$ cat config.mk
export PLATFORM = sky130hd
export DESIGN_NAME = emw_ctrl
export DESIGN_NICKNAME = d
export VERILOG_FILES = /design/src/emw_pkg.sv /design/src/emw_ctrl.sv
export VERILOG_INCLUDE_DIRS = /design/src
export SDC_FILE = /design/constraint.sdc
export NUM_CORES = 1
export LEC_CHECK = 0
export BUFFER_PORTS_ARGS = -buffer_cell sky130_fd_sc_hd__buf_2
export CAP_MARGIN = 10
export CORE_MARGIN = 1
export CORE_UTILIZATION = 56
export DETAILED_ROUTE_END_ITERATION = 7
export PLACE_DENSITY_LB_ADDON = 0.12
export SYNTH_ARGS = -nofsm -noshare
export SYNTH_HDL_FRONTEND = slang
export SYNTH_SLANG_ARGS = --single-unit
$ cat constraint.sdc
create_clock -name mclk_in -period 11.21 [get_ports mclk_in]
set_input_delay 2.242 -clock mclk_in [delete_from_list [all_inputs] [get_ports mclk_in]]
set_output_delay 2.242 -clock mclk_in [all_outputs]
set_load 0.005 [all_outputs]
$ cat src/emw_defines.svh
// Notes on behaviour
// - Linear accesses swap per field: 00 none, 01 word, 10 dword, 11 reserved.
// - Mapped I/O select: 00 off, 01 new, 10 legacy, 11 both.
// - Legacy window A8000-AFFFF leaving A0000-A7FFF for images, or B8000-BFFFF.
// - Legacy window select only matters while mapped I/O select is 10.
// - Nibble swap bit exchanges nibbles of every byte on linear accesses.
// - Other accesses use second swap field; 11 means byte-enable driven swap.
// - Enables 0000 reverse dword, 0011 or 1100 swap word, others pass.
// - Read of 3C8 with enable and sequencer 01 strobes input port, else RAMDAC.
// - Cursor decode style bit picks one of two cursor array interpretations.
// - Video clock tri-state bit releases the video clock output.
// - Separate bits release the horizontal and vertical sync outputs.
// - Window size field: 64K, 1M, 2M or 4M.
// - Latch delay: 0 latch in T2, 1 in T1, only with one decode wait.
// - Linear enable is OR of register bit and mapped control alias.
// - Linear enable blocks A0000 region unless banked 64K window at A000.
// - RAS trim moves half a clock from precharge to RAS low time.
// - Position gives address bits 31-16, low bits ignored per window size.
// - Position shares storage with PCI base address 0 bits 31-16.
// - Position resets to 000A on local bus, 7000 on PCI.
// - Banked 64K window uses six-bit page field as display page.
// - Overflow register gives bit 8 or bit 6 of horizontal timing values.
// - Registers reached by writing index port then accessing data port.
`ifndef EMW_DEFINES_SVH
`define EMW_DEFINES_SVH
`define EMW_PORT_IDX_MONO 16'h03B4
`define EMW_PORT_IDX_COLOR 16'h03D4
`define EMW_PORT_DAC_WIDX 16'h03C8
`define EMW_IDX_MEM1 8'h53
`define EMW_IDX_MEM2 8'h54
`define EMW_IDX_DAC 8'h55
`define EMW_IDX_SYNC 8'h56
`define EMW_IDX_LWC 8'h58
`define EMW_IDX_POS_HI 8'h59
`define EMW_IDX_POS_LO 8'h5A
`define EMW_IDX_GOP 8'h5C
`define EMW_IDX_HOVF 8'h5D
`define EMW_MASK_MEM1 8'h7E
`define EMW_MASK_MEM2 8'h03
`define EMW_MASK_DAC 8'h94
`define EMW_MASK_SYNC 8'h06
`define EMW_MASK_LWC 8'h9B
`define EMW_MASK_HOVF 8'h7F
`define EMW_RST_BYTE 8'h00
`define EMW_RST_MEM1_VL 8'h00
`define EMW_RST_MEM1_PCI 8'h08
`define EMW_RST_POS_VL 16'h000A
`define EMW_RST_POS_PCI 16'h7000
`define EMW_POS_A000 16'h000A
`define EMW_SWAP_NONE 2'h0
`define EMW_SWAP_WORD 2'h1
`define EMW_SWAP_DWORD 2'h2
`define EMW_SWAP_BE 2'h3
`define EMW_BE_ALL 4'h0
`define EMW_BE_LOWW 4'h3
`define EMW_BE_HIGHW 4'hC
`define EMW_MMIO_NEW 2'h1
`define EMW_MMIO_LEGACY 2'h2
`define EMW_MMIO_BOTH 2'h3
`define EMW_SEQ_INPORT 2'h1
`define EMW_SIZE_64K 2'h0
`define EMW_SIZE_1M 2'h1
`define EMW_SIZE_2M 2'h2
`define EMW_MASK_64K 16'hFFFF
`define EMW_MASK_1M 16'hFFF0
`define EMW_MASK_2M 16'hFFE0
`define EMW_MASK_4M 16'hFFC0
`define EMW_SEG_LEGACY_LO 5'h14
`define EMW_SEG_LEGACY_A8 5'h15
`define EMW_SEG_LEGACY_B8 5'h17
`define EMW_SEG_A000 4'hA
`define EMW_HIGH_ZERO 12'h000
`endif

$ cat src/emw_pkg.sv
package emw_pkg;
   typedef enum logic [2:0] {
      EMW_ACC_LINEAR = 3'h1,
      EMW_ACC_IMAGE = 3'h2,
      EMW_ACC_OTHER = 3'h4
   } emw_acc_t;

   typedef struct packed {
      logic fifo_fetch_start_hi;
      logic h_sync_end_hi;
      logic h_sync_start_hi;
      logic h_blank_end_hi;
      logic h_blank_start_hi;
      logic h_display_end_hi;
      logic h_total_hi;
   } emw_hovf_t;

   typedef struct packed {
      logic new_en;
      logic legacy_en;
      logic legacy_window_sel;
   } emw_mmio_t;

   typedef struct packed {
      logic hit;
      logic [21:0] offset;
   } emw_linear_t;
endpackage : emw_pkg

$ cat src/emw_ctrl.sv
`timescale 1ns/1ns
`include "emw_defines.svh"
module emw_ctrl #(
   parameter int DATA_W = 32
) (
   input wire logic mclk_in,
   input wire logic reset_n_in,
   input wire logic pci_config_in,
   input wire logic color_sel_in,
   input wire logic [15:0] io_addr_in,
   input wire logic io_wr_in,
   input wire logic io_rd_in,
   input wire logic [7:0] io_wdata_in,
   output logic [7:0] io_rdata_out,
   output logic io_rdata_valid_out,
   output logic input_port_strobe_out,
   output logic ramdac_rd_out,
   input wire logic [7:0] input_port_data_in,
   input wire logic [1:0] sequencer_port_cfg_in,
   input wire logic cfg_bar_wr_in,
   input wire logic [1:0] cfg_bar_be_in,
   input wire logic [15:0] cfg_bar_wdata_in,
   output logic [15:0] cfg_bar_out,
   input wire logic mapped_linear_enable_alias_in,
   input wire logic banking_en_in,
   input wire logic [5:0] page_select_in,
   input wire logic one_wait_decode_in,
   input wire logic host_valid_in,
   input wire emw_pkg::emw_acc_t host_kind_in,
   input wire logic [DATA_W-1:0] host_data_in,
   input wire logic [3:0] host_be_n_in,
   input wire logic [31:0] host_addr_in,
   output logic host_data_valid_out,
   output logic [DATA_W-1:0] host_data_out,
   output emw_pkg::emw_linear_t linear_out,
   output emw_pkg::emw_mmio_t mmio_out,
   output logic legacy_mmio_hit_out,
   output logic image_xfer_hit_out,
   output logic a000_block_out,
   output logic linear_enable_out,
   output logic addr_latch_t1_out,
   output logic cursor_decode_style_out,
   output logic video_clock_oe_out,
   output logic hsync_oe_out,
   output logic vsync_oe_out,
   output logic ras_trim_out,
   output logic [1:0] window_size_sel_out,
   output logic [7:0] general_output_port_out,
   output emw_pkg::emw_hovf_t hovf_out
);

   initial begin
      if (DATA_W != 32) begin
         $error("emw_ctrl serves only a 32-bit host data path");
      end
   end

   logic rst_meta;
   logic rst_n;
   logic strap_done;
   logic [7:0] crtc_index;
   logic [7:0] mem1;
   logic [7:0] mem2;
   logic [7:0] dac;
   logic [7:0] sync;
   logic [7:0] lwc;
   logic [15:0] position;
   logic [7:0] gop;
   logic [7:0] hovf;
   logic idx_sel;
   logic data_sel;
   logic dac_sel;
   logic reg_wr;
   logic [7:0] next_rdata;
   logic [15:0] size_mask;
   logic [31:0] lin_data;

   // Release of reset is synchronised; assertion stays asynchronous
   always_ff @(posedge mclk_in or negedge reset_n_in) begin
      if (!reset_n_in) begin
         rst_meta <= 1'b0;
         rst_n <= 1'b0;
      end else begin
         rst_meta <= 1'b1;
         rst_n <= rst_meta;
      end
   end

   function automatic logic port_hit(input logic [15:0] addr, input logic [15:0] port);
      port_hit = (addr == port);
   endfunction : port_hit

   function automatic logic [31:0] swap32(input logic [31:0] d, input logic [1:0] mode,
                                          input logic [3:0] be_n, input logic be_mode);
      logic [31:0] w;
      logic [31:0] r;
      w = {d[23:16], d[31:24], d[7:0], d[15:8]};
      r = {d[7:0], d[15:8], d[23:16], d[31:24]};
      swap32 = d;
      case (mode)
         `EMW_SWAP_WORD: swap32 = w;
         `EMW_SWAP_DWORD: swap32 = r;
         `EMW_SWAP_BE: begin
            if (be_mode && be_n == `EMW_BE_ALL) begin
               swap32 = r;
            end else if (be_mode && (be_n == `EMW_BE_LOWW || be_n == `EMW_BE_HIGHW)) begin
               swap32 = w;
            end
         end
         default: swap32 = d;
      endcase
   endfunction : swap32

   function automatic logic [31:0] nibble_swap(input logic [31:0] d);
      logic [31:0] n;
      n = '0;
      for (int i = 0; i < 8; i++) begin
         n[i*4 +: 4] = (i % 2 == 0) ? d[(i+1)*4 +: 4] : d[(i-1)*4 +: 4];
      end
      nibble_swap = n;
   endfunction : nibble_swap

   assign idx_sel = port_hit(io_addr_in,
                             color_sel_in ? `EMW_PORT_IDX_COLOR : `EMW_PORT_IDX_MONO);
   assign data_sel = port_hit(io_addr_in,
                              (color_sel_in ? `EMW_PORT_IDX_COLOR : `EMW_PORT_IDX_MONO) + 16'h0001);
   assign dac_sel = port_hit(io_addr_in, `EMW_PORT_DAC_WIDX);
   assign reg_wr = io_wr_in && data_sel;

   always_ff @(posedge mclk_in or negedge rst_n) begin
      if (!rst_n) begin
         crtc_index <= `EMW_RST_BYTE;
      end else if (io_wr_in && idx_sel) begin
         crtc_index <= io_wdata_in;
      end
   end

   // Straps are caught one cycle after release, never under the async reset
   always_ff @(posedge mclk_in or negedge rst_n) begin
      if (!rst_n) begin
         strap_done <= 1'b0;
      end else begin
         strap_done <= 1'b1;
      end
   end

   always_ff @(posedge mclk_in or negedge rst_n) begin
      if (!rst_n) begin
         mem1 <= `EMW_RST_BYTE;
      end else if (!strap_done) begin
         mem1 <= pci_config_in ? `EMW_RST_MEM1_PCI : `EMW_RST_MEM1_VL;
      end else if (reg_wr && crtc_index == `EMW_IDX_MEM1) begin
         mem1 <= io_wdata_in & `EMW_MASK_MEM1;
      end
   end

   always_ff @(posedge mclk_in or negedge rst_n) begin
      if (!rst_n) begin
         mem2 <= `EMW_RST_BYTE;
         dac <= `EMW_RST_BYTE;
         sync <= `EMW_RST_BYTE;
         lwc <= `EMW_RST_BYTE;
         gop <= `EMW_RST_BYTE;
         hovf <= `EMW_RST_BYTE;
      end else if (reg_wr) begin
         if (crtc_index == `EMW_IDX_MEM2) begin
            mem2 <= io_wdata_in & `EMW_MASK_MEM2;
         end else if (crtc_index == `EMW_IDX_DAC) begin
            dac <= io_wdata_in & `EMW_MASK_DAC;
         end else if (crtc_index == `EMW_IDX_SYNC) begin
            sync <= io_wdata_in & `EMW_MASK_SYNC;
         end else if (crtc_index == `EMW_IDX_LWC) begin
            lwc <= io_wdata_in & `EMW_MASK_LWC;
         end else if (crtc_index == `EMW_IDX_GOP) begin
            gop <= io_wdata_in;
         end else if (crtc_index == `EMW_IDX_HOVF) begin
            hovf <= io_wdata_in & `EMW_MASK_HOVF;
         end
      end
   end

   // One store for both paths; the data port write wins a byte written by both at once
   always_ff @(posedge mclk_in or negedge rst_n) begin
      if (!rst_n) begin
         position <= `EMW_RST_POS_VL;
      end else if (!strap_done) begin
         position <= pci_config_in ? `EMW_RST_POS_PCI : `EMW_RST_POS_VL;
      end else begin
         if (reg_wr && crtc_index == `EMW_IDX_POS_HI) begin
            position[15:8] <= io_wdata_in;
         end else if (cfg_bar_wr_in && cfg_bar_be_in[1]) begin
            position[15:8] <= cfg_bar_wdata_in[15:8];
         end
         if (reg_wr && crtc_index == `EMW_IDX_POS_LO) begin
            position[7:0] <= io_wdata_in;
         end else if (cfg_bar_wr_in && cfg_bar_be_in[0]) begin
            position[7:0] <= cfg_bar_wdata_in[7:0];
         end
      end
   end
   assign cfg_bar_out = position;

   always_comb begin
      next_rdata = `EMW_RST_BYTE;
      if (idx_sel) begin
         next_rdata = crtc_index;
      end else if (dac_sel) begin
         next_rdata = input_port_data_in;
      end else if (crtc_index == `EMW_IDX_MEM1) begin
         next_rdata = mem1;
      end else if (crtc_index == `EMW_IDX_MEM2) begin
         next_rdata = mem2;
      end else if (crtc_index == `EMW_IDX_DAC) begin
         next_rdata = dac;
      end else if (crtc_index == `EMW_IDX_SYNC) begin
         next_rdata = sync;
      end else if (crtc_index == `EMW_IDX_LWC) begin
         next_rdata = lwc;
      end else if (crtc_index == `EMW_IDX_POS_HI) begin
         next_rdata = position[15:8];
      end else if (crtc_index == `EMW_IDX_POS_LO) begin
         next_rdata = position[7:0];
      end else if (crtc_index == `EMW_IDX_GOP) begin
         next_rdata = gop;
      end else if (crtc_index == `EMW_IDX_HOVF) begin
         next_rdata = hovf;
      end
   end

   // Input port read at 3C8 steals the RAMDAC read only under both conditions
   assign input_port_strobe_out = io_rd_in && dac_sel && dac[2] &&
                                  sequencer_port_cfg_in == `EMW_SEQ_INPORT;
   assign ramdac_rd_out = io_rd_in && dac_sel && !input_port_strobe_out;

   always_ff @(posedge mclk_in or negedge rst_n) begin
      if (!rst_n) begin
         io_rdata_out <= `EMW_RST_BYTE;
         io_rdata_valid_out <= 1'b0;
      end else begin
         io_rdata_valid_out <= io_rd_in && (idx_sel || data_sel || input_port_strobe_out);
         if (io_rd_in && (idx_sel || data_sel || input_port_strobe_out)) begin
            io_rdata_out <= next_rdata;
         end
      end
   end

   assign mmio_out.new_en = mem1[3];
   assign mmio_out.legacy_en = mem1[4];
   assign mmio_out.legacy_window_sel = mem1[5];
   assign legacy_mmio_hit_out = host_valid_in && host_addr_in[31:20] == `EMW_HIGH_ZERO &&
      (mem1[4:3] == `EMW_MMIO_LEGACY && mem1[5] ?
       host_addr_in[19:15] == `EMW_SEG_LEGACY_B8 :
       mem1[4] && host_addr_in[19:15] == `EMW_SEG_LEGACY_A8);
   assign image_xfer_hit_out = host_valid_in && host_addr_in[31:20] == `EMW_HIGH_ZERO &&
      mem1[4] && !(mem1[4:3] == `EMW_MMIO_LEGACY && mem1[5]) &&
      host_addr_in[19:15] == `EMW_SEG_LEGACY_LO;

   assign linear_enable_out = lwc[4] | mapped_linear_enable_alias_in;
   assign a000_block_out = linear_enable_out && !(banking_en_in &&
      lwc[1:0] == `EMW_SIZE_64K && position == `EMW_POS_A000);
   assign addr_latch_t1_out = one_wait_decode_in && lwc[3];
   assign window_size_sel_out = lwc[1:0];
   assign ras_trim_out = lwc[7];
   assign cursor_decode_style_out = dac[4];
   assign video_clock_oe_out = !dac[7];
   assign hsync_oe_out = !sync[1];
   assign vsync_oe_out = !sync[2];
   assign general_output_port_out = gop;
   assign hovf_out = hovf[6:0];

   always_comb begin
      case (lwc[1:0])
         `EMW_SIZE_64K: size_mask = `EMW_MASK_64K;
         `EMW_SIZE_1M: size_mask = `EMW_MASK_1M;
         `EMW_SIZE_2M: size_mask = `EMW_MASK_2M;
         default: size_mask = `EMW_MASK_4M;
      endcase
   end

   // Registered decode so the memory sequencer sees a stable window offset
   always_ff @(posedge mclk_in or negedge rst_n) begin
      if (!rst_n) begin
         linear_out <= '0;
      end else begin
         linear_out.hit <= host_valid_in && linear_enable_out &&
            ((host_addr_in[31:16] & size_mask) == (position & size_mask));
         if (lwc[1:0] == `EMW_SIZE_64K && banking_en_in) begin
            linear_out.offset <= {page_select_in, host_addr_in[15:0]};
         end else begin
            linear_out.offset <= {host_addr_in[21:16] & ~size_mask[5:0], host_addr_in[15:0]};
         end
      end
   end

   assign lin_data = swap32(host_data_in, mem1[2:1], host_be_n_in, 1'b0);

   always_ff @(posedge mclk_in or negedge rst_n) begin
      if (!rst_n) begin
         host_data_out <= '0;
         host_data_valid_out <= 1'b0;
      end else begin
         host_data_valid_out <= host_valid_in;
         case (host_kind_in)
            emw_pkg::EMW_ACC_LINEAR: begin
               host_data_out <= mem1[6] ? nibble_swap(lin_data) : lin_data;
            end
            emw_pkg::EMW_ACC_OTHER: begin
               host_data_out <= swap32(host_data_in, mem2[1:0], host_be_n_in, 1'b1);
            end
            default: begin
               host_data_out <= host_data_in;
            end
         endcase
      end
   end
endmodule : emw_ctrl

## Word level (Yosys, flattened, before mapping)

Cells that the tools add are included.

| cells by class | value |
|---|---|
| add/subtract/negate cells | 1 |
| multiply operators | 0 |
| divide/modulo/power cells | 0 |
| $lt $le $gt $ge | 0 |
| equal/unequal tests | 33 |
| shift operators | 0 |
| muxes and demuxes | 30 |
| bitwise operators | 10 |
| reduce and logical (&&, ||, !) cells | 43 |

Operators by type and width:

| operator | number |
|---|---|
| 8-bit two-way mux | 16 |
| 32-bit one-hot mux with 2 select lines | 2 |
| 32-bit two-way mux | 3 |
| 32-bit one-hot mux with 3 select lines | 1 |
| 8-bit by 7-bit equality test with 1-bit output (second input constant) | 9 |
| 16-bit bitwise AND | 2 |
| 16-bit equality test | 2 |
| 1-bit logical AND | 25 |
| 22-bit two-way mux | 1 |
| 6-bit one-hot mux with 3 select lines | 1 |
| 16-bit by 10-bit equality test with 1-bit output (second input constant) | 1 |
| 16-bit by 11-bit equality test with 1-bit output | 1 |
| 16-bit by 4-bit equality test with 1-bit output (second input constant) | 1 |
| 16-bit two-way mux | 1 |
| 5-bit equality test (second input constant) | 3 |
| 15-bit two-way mux | 1 |
| 7-bit two-way mux | 2 |
| 12-bit zero test | 1 |
| 10-bit by 1-bit adder with 11-bit output (second input constant) | 1 |
| 2-bit equality test (second input constant) | 5 |
| 2-bit by 1-bit equality test with 1-bit output (second input constant) | 4 |
| 7-bit AND reduction | 1 |
| 6-bit bitwise AND | 1 |
| 1-bit zero test | 6 |
| 19 further kinds | 26 |

| storage, ports and cells | value |
|---|---|
| bits in registers | 127 |
| latch bits | 0 |
| memory bits (writable) | 0 |
| bits in read-only memories | 0 |
| input port bits | 140 |
| output and inout port bits | 113 |
| memories | 0 |

## Logic depth before layout (Yosys ltp)

| logic depth | value |
|---|---|
| word-level depth | 12 |
| gate-level depth with buffers | 9 |
| gate-level depth less buffers | 8 |

## Worst setup path after synthesis

Ideal clock, no wire load.

| timing path | value |
|---|---|
| path kind | input -> output |
| start | input io_addr_in[2] |
| end | output input_port_strobe_out |
| arrival | 3.196 ns |
| required time | 8.968 ns |
| setup slack | 5.772 ns |
| stages | 4 |
| buffers on the path | 0 |
| cells stage by stage | nor4b_1 -> and2_1 -> nand2_1 -> nor3_1 |

| between the ends | value |
|---|---|
| longest elaborated chain between the ends | 4 |

Ends and longest elaborated chain:

| item | line | RTL |
|---|---|---|
| start, declared | emw_ctrl.sv:10 | `input wire logic [15:0] io_addr_in,` |
| 16-bit by 10-bit equality test with 1-bit output | emw_ctrl.sv:90 | `port_hit = (addr == port);` |
| 1-bit logical AND (2 in series) | emw_ctrl.sv:231 | `assign input_port_strobe_out = io_rd_in && dac_sel && dac[2] &&` |
| 1-bit logical AND (no source line) | n/a |  |
| end, declared | emw_ctrl.sv:16 | `output logic input_port_strobe_out,` |

No other way between the ends.

## Worst setup path after layout

| timing path | value |
|---|---|
| start | input host_addr_in[20] |
| end | output image_xfer_hit_out |

| between the ends | value |
|---|---|
| longest elaborated chain between the ends | 5 |

Ends and longest elaborated chain:

| item | line | RTL |
|---|---|---|
| start, declared | emw_ctrl.sv:32 | `input wire logic [31:0] host_addr_in,` |
| 12-bit zero test (no source line) | n/a |  |
| 1-bit logical AND (no source line) | n/a |  |
| 1-bit logical AND (2 in series) | emw_ctrl.sv:254 | `` assign image_xfer_hit_out = host_valid_in && host_addr_in[31:20] == `EMW_HIGH_ZERO && `` |
| 1-bit logical AND (no source line) | n/a |  |
| end, declared | emw_ctrl.sv:38 | `output logic image_xfer_hit_out,` |

No other way between the ends.

==> out/metrics.cfg <==
[run_status]
outcome=completed

[worst_setup_path]
crit_buf_inv=2
critPathArrivalTime_ns=4.05
crit_type=in2out
r2r_cells=8
cp_slowest_cell=nor4b_1
end_kind=output port
critPathLaunchType=primary input
crit_path_frequent_cell=buf_2
crit_chain=buf_2, nor4bb_1, nand4_1, nor4_1, nor4b_1, buf_2
cp_top_family=simple AND/OR/NAND/NOR gates
path_depth=6
critPathMaxStageDelay_ns=0.49
crit_fanout=3
crit_required_ns=8.97

[clock_tree]
cts.sinks=125
insertion_delay_ns=0.42
clk_pin_slew_ns=0.05
cts_max_level=4
ctsRootBufferMaster=clkbuf_16
postCtsSetupBuffers=0
post_cts_resized=0
hold_buffers=0
cts_inserted_buffers=17
cts_tree=yes
cts.path.max_buffers=2

[sta]
period_needed_ns=6.29
skew_ns=0.0108
fin_crit_sh=0.561
drv_slew=0
rsz0062_at_grt=no
tightestPinTransition_ns=1.24
max-slew-margin-rel=0.171
hold_viol_final=0
setup_viol=0
clock.fmax_mhz=159
finalSetupTns_ns=0

[placement]
port_buffers=252
place_hpwl_um=17800
place_congestion=0.950

[route]
antenna_left=0
drc=0
routed_wl_um=25700
first_pass_iters=6
wl_per_cell_um=20.2
via_per_inst=6.42
vias=8158
drt-initial-drc-count=1070

[logic_synthesis]
syn_area_um2=8040
ys_seq_elements=125
synthCells=903
synth_largest_area_cell=dfrtp_1
synth_cell_type_count=67
synth-edff-count=0
async_flop_share=1.00
synth_top_area_share=0.383
yosys-top-cells-area=dfrtp_1 (38%), a211oi_1 (6.4%), a22oi_1 (6.3%)
syn_avg_cell_area_um2=8.90
seq_area_frac_synth=0.390
yosysWarnings=0
ys.flop_type=dfrtp_1

[hold_path]
hold_path_class=reg2reg
whs_path_depth=0

[global_routing]
grt_pass1_vias=7373
grt_pass1_wl_um=39600
grtUsageTotal=0.351
antenna_found_initial=2
grt_overflow=0
grt_max_degree=97

[floorplan]
initial_core_util=0.577
ios=253
rows=43
fp.dieH_um=122
coreArea_um2=13900
die_w_um=122
design.die.area_um2=14800

[power_and_ir_drop]
peakVddDrop_mv=0.105
power_density_nw_per_um2=127
fin_total_pwr_mw=1.25
power.leakage_nw=4.48

[layout]
fillers=1166
nets=1218
drive_above_1_share=0.322
syn_to_final_growth_pct=22.8

[job]
drv_cap=0

==> cells in the mapped netlist (all sizes together), types with 11 or more instances <==
cell type and instances:
nand2 53, nand3 45, clkbuf 92, inv 12, a22oi 67, nor2b 14, nor3 13, nor2 54
a21oi 83, o221ai 33, mux2 40, o211a 11, dfrtp 123, a211oi 69, buf 15, o21ai 19
nand2b 35
==> placed cells by master, fill, tap and decap left out, drive strengths merged, types with 5 or more instances in the layout <==
cell type | synthesis | routed
inv | 12 | 14
nor2 | 54 | 54
o221ai | 33 | 33
buf | 15 | 260
a211oi | 69 | 69
and3 | 5 | 5
nand2b | 35 | 35
a21boi | 9 | 9
a21oi | 83 | 83
nand3 | 45 | 45
nand2 | 53 | 53
a22oi | 67 | 67
mux2 | 40 | 40
bufinv | 0 | 6
nor2b | 14 | 14
o21ai | 19 | 19
dfrtp | 123 | 123
o211ai | 10 | 10
nor4 | 9 | 9
xor2 | 10 | 10
nor3 | 13 | 13
o211a | 11 | 11
xnor2 | 7 | 7
clkbuf | 92 | 20
==> final cells by class <==
type                       instances  area (µm²)  area share
multi-input combinational        660        4450       0.451
clock inverter                    12         231      0.0235
timing repair buffer             260        1320       0.134
clock buffer                      20         457      0.0463
antenna                            2        5.00    0.000507
sequential                       125        3140       0.318
tap                              180         225      0.0228
inverter                          12        45.0     0.00456
==> report_power, final <==
| group | internal, mW | switching, mW | total, mW |
|---|---|---|---|
| combinational | 0.0577 | 0.0697 | 0.127 |
| sequential | 0.469 | 0.0176 | 0.487 |
| clock | 0.431 | 0.207 | 0.638 |
==> through the flow <==
| step | setup WS [ns] | hold slack [ns] | cell area (µm²) | cells | utilization |
|---|---|---|---|---|---|
| global route | 4.81 | 0.374 | 9870 | 1271 | 0.708 |
| floorplan | 5.77 | 0.331 | 8040 | 904 | - |
| global placement | 4.83 | 0.335 | 9180 | 1237 | 0.659 |
| detailed placement | 4.82 | 0.338 | 9180 | 1237 | 0.659 |
| finish | 4.92 | 0.349 | 9870 | 1271 | 0.708 |
| CTS | 4.81 | 0.354 | 9870 | 1269 | 0.708 |
==> per-layer routing <==
metal / wire length [µm] / track usage
met1: 10800 / 0.482
met2: 11600 / 0.530
met3: 2550 / 0.0829
met4: 723 / 0.150
met5: 0 / 0
==> worst reg2reg max path, delay by kind of cell, from the launching register on <==
family / cells / cell delay, ns
AOI/OAI and AO/OA: 5 / 0.99
buffers and inverters: 1 / 0.08
DFF: 1 / 0.44
and+or+nand+nor: 1 / 0.19
adders and majority gates: 1 / 0.91
==> kinds of logic (layout without fill, tap and decap cells) <==
group,count (synthesis),in the layout,share of synthesized area
fa+ha+maj,2,2,0.00311
xor+xnor,17,17,0.0185
compound gates,329,329,0.285
other cells,1,4,0.000467
flops,125,125,0.390
buf+inv,119,304,0.0590
mux,45,45,0.0638
simple gates,265,265,0.180
==> state kept, by name, indices dropped and copies added, names as in the netlist, 2 cells and up <==
signal,count
lwc,5
linear_out,23
dac,3
cfg_bar_out,16
io_rdata_out,8
sync,2
mem1,6
host_data_out,32
general_output_port_out,8
hovf,7
mem2,2
crtc_index,8
==> worst paths after layout <==
check	endpoint	slack (ns)	start
setup / recovery	image_xfer_hit_out	4.92	host_addr_in[20]
hold reg to reg	rst_n	0.35	rst_meta
max in group asynchronous	mem1[6]	9.44	rst_n
min in group asynchronous	io_rdata_out[5]	0.38	rst_n
setup reg to reg	host_data_out[4]	8.47	mem1[2]
hold / removal	rst_n	0.35	rst_meta
No activity file was read; power rests on OpenSTA's default activity.
